[config.mk]
export PLATFORM = sky130hd
export DESIGN_NAME = hwcur_top
export DESIGN_NICKNAME = d
export VERILOG_FILES = /design/src/verilog/hwcur_pkg.sv /design/src/verilog/hwcur_ram_if.sv /design/src/verilog/hwcur_top.sv /design/src/verilog/hwcur_ram.sv
export SDC_FILE = /design/constraint.sdc
export NUM_CORES = 1
export LEC_CHECK = 0
export ABC_AREA = 0
export BUFFER_PORTS_ARGS = -buffer_cell sky130_fd_sc_hd__buf_2
export CAP_MARGIN = 20
export CORE_ASPECT_RATIO = 2
export CORE_MARGIN = 1
export CORE_UTILIZATION = 30
export CTS_CLUSTER_DIAMETER = 100
export DETAILED_ROUTE_END_ITERATION = 12
export GPL_TIMING_DRIVEN = 0
export PLACE_DENSITY_LB_ADDON = 0.08
export SETUP_SLACK_MARGIN = 0.2
export SLEW_MARGIN = 20
export SYNTH_ARGS = -nofsm -noshare
export SYNTH_HDL_FRONTEND = slang
export SYNTH_SLANG_ARGS = --single-unit
[constraint.sdc]
create_clock -name core_clk_in -period 6.22 [get_ports core_clk_in]
set_clock_uncertainty 0.2 [all_clocks]
set_input_delay 0.933 -clock core_clk_in [delete_from_list [all_inputs] [get_ports core_clk_in]]
set_output_delay 0.933 -clock core_clk_in [all_outputs]
set_load 0.03 [all_outputs]
[src/verilog/hwcur_pkg.sv]
// Constants and field layouts for the hardware cursor block.
//------------------------------------------------------------------------------
// Functional notes
// - The cursor image lives in its own cursor RAM at the top 16 words (32 bytes) of the address space.
// - The cursor start register also holds a cursor enable bit and a blink rate bit.
// - With the registers loaded the timing controller raises a cursor signal that starts a 16-line counter addressing the RAM.
// - The lowest X and Y positions are both zero.
//------------------------------------------------------------------------------
package hwcur_pkg;
  // Cursor geometry
  localparam int unsigned CUR_LINES  = 16;
  localparam int unsigned CUR_PIX    = 16;
  localparam int unsigned RAM_AW     = 4;
  localparam int unsigned LINE_CNT_W = 5;
  // Position field widths
  localparam int unsigned SCAN_W     = 4;
  localparam int unsigned ROW_W      = 6;
  localparam int unsigned X_W        = 11;
  // Cursor start register layout
  localparam int unsigned START_W    = 7;
  localparam int unsigned START_LSB  = 0;
  localparam int unsigned BLINK_BIT  = 5;
  localparam int unsigned ENA_BIT    = 6;
  // Blink phase taps on the frame counter: fast and slow
  localparam int unsigned FRAME_W    = 6;
  localparam int unsigned BLINK_FAST = 4;
  localparam int unsigned BLINK_SLOW = 5;
  // Reset values
  localparam logic [START_W-1:0] START_RST = 7'h00;
  localparam logic [X_W-1:0]     X_RST     = 11'h000;
  localparam logic [ROW_W-1:0]   ROW_RST   = 6'h00;
  localparam logic [SCAN_W-1:0]  SCAN_RST  = 4'h0;

  // Line counter states
  typedef enum logic [1:0] {
    HWCUR_IDLE = 2'b01,
    HWCUR_RUN  = 2'b10
  } hwcur_state_e;
endpackage

[src/verilog/hwcur_ram_if.sv]
// Interface between the cursor controller and its cursor RAM.
`timescale 1ns/10ps
interface hwcur_ram_if;
  import hwcur_pkg::*;
  logic                wr_en;
  logic [RAM_AW-1:0]   wr_addr;
  logic [CUR_PIX-1:0]  wr_data;
  logic [RAM_AW-1:0]   rd_addr;
  logic [CUR_PIX-1:0]  rd_data;

  modport ctrl (output wr_en, output wr_addr, output wr_data, output rd_addr, input rd_data);
  modport mem  (input wr_en, input wr_addr, input wr_data, input rd_addr, output rd_data);
endinterface

[src/verilog/hwcur_top.sv]
// Hardware cursor: position registers, cursor signal, line counter, pixel shifter.
`timescale 1ns/10ps
module hwcur_top #(
  parameter int unsigned ADDR_W = 15
) (
  // Clock and reset
  input  wire logic                           core_clk_in,
  input  wire logic                           nrst_in,
  // Host word writes into the video address space
  input  wire logic                           host_wr_in,
  input  wire logic [ADDR_W-1:0]              host_addr_in,
  input  wire logic [hwcur_pkg::CUR_PIX-1:0]  host_data_in,
  // Timing controller cursor register writes
  input  wire logic                           start_wr_in,
  input  wire logic [hwcur_pkg::START_W-1:0]  start_data_in,
  input  wire logic                           end_wr_in,
  input  wire logic [hwcur_pkg::SCAN_W-1:0]   end_data_in,
  input  wire logic                           row_wr_in,
  input  wire logic [hwcur_pkg::ROW_W-1:0]    row_data_in,
  input  wire logic                           xpos_wr_in,
  input  wire logic [hwcur_pkg::X_W-1:0]      xpos_data_in,
  // Raster position, same clock
  input  wire logic                           line_start_in,
  input  wire logic                           frame_start_in,
  input  wire logic [hwcur_pkg::ROW_W-1:0]    char_row_in,
  input  wire logic [hwcur_pkg::SCAN_W-1:0]   row_scan_in,
  input  wire logic [hwcur_pkg::X_W-1:0]      beam_x_in,
  // Cursor outputs and status
  output      logic                           cursor_sig_out,
  output      logic                           cursor_active_out,
  output      logic [hwcur_pkg::RAM_AW-1:0]   cursor_line_out,
  output      logic                           cursor_pix_out,
  output      logic [hwcur_pkg::SCAN_W-1:0]   cursor_end_out
);
  import hwcur_pkg::*;

  //----------------------------------------------------------------------------
  // Registers
  //----------------------------------------------------------------------------
  logic [START_W-1:0]    start_q;
  logic [SCAN_W-1:0]     end_q;
  logic [ROW_W-1:0]      row_q;
  logic [X_W-1:0]        xpos_q;
  logic [FRAME_W-1:0]    frame_q;
  hwcur_state_e          state_q;
  logic [LINE_CNT_W-1:0] lines_q;
  logic                  ram_hit;
  logic                  cur_hit;
  logic                  blink_on;
  logic [X_W-1:0]        x_off;
  logic                  in_span;
  logic                  run_idle;
  logic                  line_last;

  //----------------------------------------------------------------------------
  // Cursor RAM
  //----------------------------------------------------------------------------
  // The RAM sits behind an interface so its write and read sides stay grouped
  hwcur_ram_if ram_bus ();

  // Read port follows the line counter, so a row word is ready a cycle after
  // the counter steps and well before the beam reaches the cursor
  hwcur_ram u_ram (
    .core_clk_in (core_clk_in),
    .ram         (ram_bus.mem)
  );

  // Only the top 16 words of the space land in the cursor RAM
  assign ram_hit          = &host_addr_in[ADDR_W-1:RAM_AW];
  assign ram_bus.wr_en    = host_wr_in & ram_hit;
  assign ram_bus.wr_addr  = host_addr_in[RAM_AW-1:0];
  assign ram_bus.wr_data  = host_data_in;
  assign ram_bus.rd_addr  = lines_q[RAM_AW-1:0];

  // Start register: scan line, blink rate, enable
  always_ff @(posedge core_clk_in or negedge nrst_in) begin
    if (!nrst_in) begin
      start_q <= START_RST;
    end else if (start_wr_in) begin
      start_q <= start_data_in;
    end
  end

  // End scan register, kept for software readback
  always_ff @(posedge core_clk_in or negedge nrst_in) begin
    if (!nrst_in) begin
      end_q <= SCAN_RST;
    end else if (end_wr_in) begin
      end_q <= end_data_in;
    end
  end

  // Character row of the cursor
  always_ff @(posedge core_clk_in or negedge nrst_in) begin
    if (!nrst_in) begin
      row_q <= ROW_RST;
    end else if (row_wr_in) begin
      row_q <= row_data_in;
    end
  end

  // Horizontal position; zero is the left edge, unsigned so never below it.
  // No upper clamp: software keeps X and Y 16 short of the last pixel and line,
  // otherwise part of the cursor falls off the edge of the raster.
  always_ff @(posedge core_clk_in or negedge nrst_in) begin
    if (!nrst_in) begin
      xpos_q <= X_RST;
    end else if (xpos_wr_in) begin
      xpos_q <= xpos_data_in;
    end
  end

  //----------------------------------------------------------------------------
  // Cursor signal and blink
  //----------------------------------------------------------------------------
  // Frame counter drives the blink phase
  always_ff @(posedge core_clk_in or negedge nrst_in) begin
    if (!nrst_in) begin
      frame_q <= '0;
    end else if (frame_start_in) begin
      frame_q <= frame_q + 1'b1;
    end
  end

  assign blink_on = start_q[BLINK_BIT] ? frame_q[BLINK_SLOW] : frame_q[BLINK_FAST];

  // Row and scan match at line start; Y of zero means row 0, scan 0
  assign cur_hit = line_start_in & start_q[ENA_BIT] & blink_on
                 & (char_row_in == row_q)
                 & (row_scan_in == start_q[START_LSB +: SCAN_W]);

  // Counter is free to take a new start only when it is idle
  assign run_idle = (state_q == HWCUR_IDLE);

  // One-cycle cursor pulse as the timing controller would give it. A match that
  // lands during a run is refused here too, so every pulse starts exactly one
  // pass and the pulse count always equals the run count.
  always_ff @(posedge core_clk_in or negedge nrst_in) begin
    if (!nrst_in) begin
      cursor_sig_out <= 1'b0;
    end else begin
      cursor_sig_out <= cur_hit & run_idle;
    end
  end

  //----------------------------------------------------------------------------
  // 16-line counter
  //----------------------------------------------------------------------------
  // Last counted line; the run ends on the line start that follows it
  assign line_last = (lines_q == LINE_CNT_W'(CUR_LINES - 1));

  // Counter runs through all 16 lines once started; a new hit mid-run is ignored
  always_ff @(posedge core_clk_in or negedge nrst_in) begin
    if (!nrst_in) begin
      state_q <= HWCUR_IDLE;
      lines_q <= '0;
    end else begin
      unique case (state_q)
        HWCUR_IDLE: begin
          if (cur_hit) begin
            state_q <= HWCUR_RUN;
            lines_q <= '0;
          end
        end
        HWCUR_RUN: begin
          if (line_start_in) begin
            if (line_last) begin
              state_q <= HWCUR_IDLE;
              lines_q <= '0;
            end else begin
              lines_q <= lines_q + 1'b1;
            end
          end
        end
        default: begin
          state_q <= HWCUR_IDLE;
          lines_q <= '0;
        end
      endcase
    end
  end

  // Run status, one cycle behind the counter so it lines up with the RAM word
  always_ff @(posedge core_clk_in or negedge nrst_in) begin
    if (!nrst_in) begin
      cursor_active_out <= 1'b0;
    end else begin
      cursor_active_out <= (state_q == HWCUR_RUN);
    end
  end

  // Counter value for status, same delay as the run flag
  always_ff @(posedge core_clk_in or negedge nrst_in) begin
    if (!nrst_in) begin
      cursor_line_out <= '0;
    end else begin
      cursor_line_out <= lines_q[RAM_AW-1:0];
    end
  end

  // End scan echo only; it does not shorten the 16-line run
  always_ff @(posedge core_clk_in or negedge nrst_in) begin
    if (!nrst_in) begin
      cursor_end_out <= SCAN_RST;
    end else begin
      cursor_end_out <= end_q;
    end
  end

  //----------------------------------------------------------------------------
  // Pixel shifter
  //----------------------------------------------------------------------------
  // Offset wraps when left of X, so one compare covers both edges
  assign x_off   = beam_x_in - xpos_q;
  assign in_span = (x_off < X_W'(CUR_PIX));

  // MSB of the row word is the leftmost pixel
  always_ff @(posedge core_clk_in or negedge nrst_in) begin
    if (!nrst_in) begin
      cursor_pix_out <= 1'b0;
    end else begin
      cursor_pix_out <= (state_q == HWCUR_RUN) & in_span
                      & ram_bus.rd_data[RAM_AW'(CUR_PIX - 1) - x_off[RAM_AW-1:0]];
    end
  end
endmodule // hwcur_top

[src/verilog/hwcur_ram.sv]
// Cursor image RAM: 16 rows of 16 pixels, synchronous read.
`timescale 1ns/10ps
module hwcur_ram (
  // Clock
  input  wire logic core_clk_in,
  // RAM port
  hwcur_ram_if.mem  ram
);
  import hwcur_pkg::*;

  logic [CUR_PIX-1:0] mem_q [CUR_LINES];

  // Image store, one word per cursor line
  always_ff @(posedge core_clk_in) begin
    if (ram.wr_en) begin
      mem_q[ram.wr_addr] <= ram.wr_data;
    end
  end

  // Registered read; address is set at the line start, early in the line that uses it
  always_ff @(posedge core_clk_in) begin
    ram.rd_data <= mem_q[ram.rd_addr];
  end
endmodule // hwcur_ram

==> metrics.md <==
| Metric | Value |
|---|---|
| Sw Pwr | `1.23 mW` |
| Setup TNS | `0 ps` |
| Pre-CTS WS | `2760 ps` |
| Final Critical Period | `2940 ps` |
| Async set-reset flop share out of synthesis | `15.8%` |
| Critical Path RT | `6450 ps` |
| Largest family of logic cells by synthesized area | `multiplexers` |
| Crit share post-route | `a little under half` |
| R2R Path Start | `lines_q[1]` |
| CTS root buf | `clkbuf_16` |
| Clk sinks | `323` |
| Post_cts resized | `0` |
| Die Area | `roughly 43000 µm²` |
| Die W | `about 150 µm` |
| # nets final | `between 800 and 900` |
| Combinational power share | `15.0%` |
| Area Growth Syn to Fin | `19.4%` |
| Detailed Route WL | `32.4 mm` |
| Clock transition at path regs | `60 ps` |
| Critical-path cell list | `buf_2, buf_1, mux4_2, mux4_2` |
| CP Max Fanout | `10` |
| Rows | `106` |
| Synth warn | `0` |
| Antenna violations before repair | `1` |
| Sw Ratio | `between 20% and 30%` |
| Post-synthesis adder-cell area fraction | `1.34%` |
| DPL Wire Length | `22.6 mm` |
| Starting Density | `a little under a third` |
| Ys flop type | `edfxtp_1` |
| Mux cell area share after synthesis | `between 10% and 20%` |
| Worst Setup SP | `lines_q[1]` |
| Drt wl/cell | `24.2 µm` |
| Hold WS | `174 ps` |
| Final WS setup | `3280 ps` |
| Worst-case reg-to-reg path depth | `4` |
| Max Slew Vio Count | `0` |
| Total GRT Usage | `15.5%` |
| GRT overflow | `0` |
| Io pins | `100` |
| Mean post-synth cell area | `20.0 µm²` |
| WHS Path Cells | `0` |
| RSZ-0062 raised after global routing | `false` |
| Synth cell types | `48` |
| Cell Int Power | `3.84 mW` |
| Final Hold Vio Count | `0` |
| Slew Limit Headroom | `24.4%` |
| Status | `finished, final reports clean` |
| Crit path largest cell delay | `roughly 880 ps` |
| CTS buffer count | `30` |
| Sequential power share | `approximately half` |
| VDD IR max | `0.000214 V` |
| Synthesized cell area | `12700 µm²` |
| WS Path Type | `flop to flop` |
| Via/cell ratio | `4.84` |
| Commonest cells after routing, fill and taps aside | `edfxtp_1, buf_2, mux4_2` |
| Cell Pwr Density | `335 nW/µm²` |
| Critical path's most frequent cell | `mux4_2` |
| Commonest non-fill, non-tap cell in the layout | `edfxtp_1` |
| H-tree depth | `1` |
| Routed vias | `6484` |
| Sequential area share after synthesis | `about 73%` |
| CORE AREA | `41800 µm²` |
| Cells after Synth | `635` |
| IO Port Bufs | `95` |
| CP Launch Type | `flop` |
| Leakage power | `just over 5 nW` |
| Yosys reg bits | `~320` |
| Post-Layout Cell Count | `1341` |
| GPL Wtd Cong | `0.733` |
| Hold Path Class | `flop to flop` |
| Clock share of power | `36.5%` |
| Number of synthesized flops with an enable pin | `roughly 260` |
| Die height | `293 µm` |
| Postcts setup bufs | `0` |
| Worst slew pin tran | `1130 ps` |
| Cts hold-fix bufs | `0` |
| Critical-path top delay cell | `buf_1` |
| Final setup viols | `0` |
| DRT Pass-1 Iters | `4` |
| Post-route ant nets | `0` |
| CP Capture Type | `flop` |
| CP arrival | `approximately 3200 ps` |
| CTS max path bufs | `3` |
| CTS tree | `done` |
| Post-synthesis compound-gate area fraction | `2.10%` |
| Synth Area in XOR/XNOR | `1.38%` |
| Clk Latency, worst-skew pair | `560 ps` |
| Initial drt markers | `442` |
| Largest net degree at the start of global routing | `52` |
| Maxcap violations | `0` |
| Layout cells sized above 1 | `36.4%` |
| Synth Area in Simple Gates | `between 3 and 4%` |
| Min-delay src | `end_q[2]` |
| Vias in the first global route | `7323` |
| # DRC | `0` |
| Fmax | `340 MHz` |
| Placed Cells incl. Taps | `1284` |
| First-pass GRT wire length | `47.6 mm` |
| Syn nets | `737` |
==> path summary, 6_finish.rpt <==
check                                        to  slack (ps)
setup / recovery           u_ram.ram.rd_data[8]        3280
hold / removal                cursor_end_out[2]         170
setup reg to reg           u_ram.ram.rd_data[8]        3280
hold reg to reg               cursor_end_out[2]         170
max in group asynchronous             xpos_q[2]        5150
min in group asynchronous            start_q[3]         200
==> cells in the mapped netlist (5+ instances only) <==
cell type / n / area [µm²]
nand2_1: 23 / 86.3
nor3_1: 10 / 50.1
mux2_2: 19 / 214
dfrtp_1: 50 / 1250
a21oi_1: 9 / 45.0
nand4_1: 5 / 31.3
xor2_1: 14 / 123
buf_2: 5 / 25.0
nand3_1: 6 / 30.0
dfxtp_1: 16 / 320
o21ai_0: 15 / 75.1
clkbuf_1: 12 / 45.0
mux4_2: 84 / 1890
inv_1: 14 / 52.6
nor2_1: 22 / 82.6
xnor2_1: 6 / 52.6
edfxtp_1: 256 / 7690
ha_1: 12 / 150
nand2b_1: 8 / 50.1
==> stage by stage <==
stage	utilization [%]	power [mW]	cell area [µm²]
global route	36.3	5.29	15200
finish	36.3	5.07	15200
floorplan	-	3.02	12700
detailed placement	33.9	3.30	14200
CTS	36.3	5.17	15200
global placement	33.2	3.27	13900
==> kinds of logic (layout without fill, tap and decap cells) <==
kind of cell,Yosys count,after routing
compound gates,42,42
buf+inv,40,205
fa+ha+maj,13,13
flops,323,323
mux,107,107
simple gates,90,90
other cells,0,1
xor+xnor,20,20
==> worst max-delay path, delay by kind of cell (launching register included) <==
| kind | cells | cell delay (ps) |
|---|---|---|
| buffers and inverters | 2 | 1220 |
| muxes | 2 | 950 |
| DFF | 1 | 430 |
==> flip-flops by register name (all words and copies together) (netlist names) <==
name	flops
u_ram.mem_q	256
u_ram.ram.rd_data	16
xpos_q	11
frame_q	6
row_q	6
start_q	6
lines_q	5
cursor_end_out	4
cursor_line_out	4
end_q	4
state_q	2
cursor_active_out	1
cursor_pix_out	1
cursor_sig_out	1
==> per-layer routing <==
metal / wire length [µm] / global-route usage [%] / up-vias
met5: 0 / 0 / -
met4: 1440 / 7.49 / 0
met2: 18300 / 29.9 / 216
met3: 1350 / 2.11 / 56
li1: - / - / 2846
met1: 11300 / 15.9 / 3366
==> final cells by class <==
| type | instances | area (µm²) |
|---|---|---|
| antenna | 1 | 2.50 |
| buffer | 26 | 149 |
| clock buffer | 38 | 823 |
| clock inverter | 18 | 171 |
| fill | 3872 | 26600 |
| inverter | 14 | 52.6 |
| multi-input combinational | 272 | 3320 |
| sequential | 323 | 9290 |
| tap | 540 | 676 |
| timing repair buffer | 109 | 686 |
==> power by group through the flow <==
stage	combinational [mW]	clock, mW	sequential [mW]
after global routing	0.837	1.99	2.46
after detailed placement	0.792	0	2.50
after floorplan	0.525	0	2.50
final	0.763	1.85	2.46
after CTS	0.794	1.92	2.46
after global placement	0.772	0	2.50
Note: power is estimated with default switching activity, not from simulation.
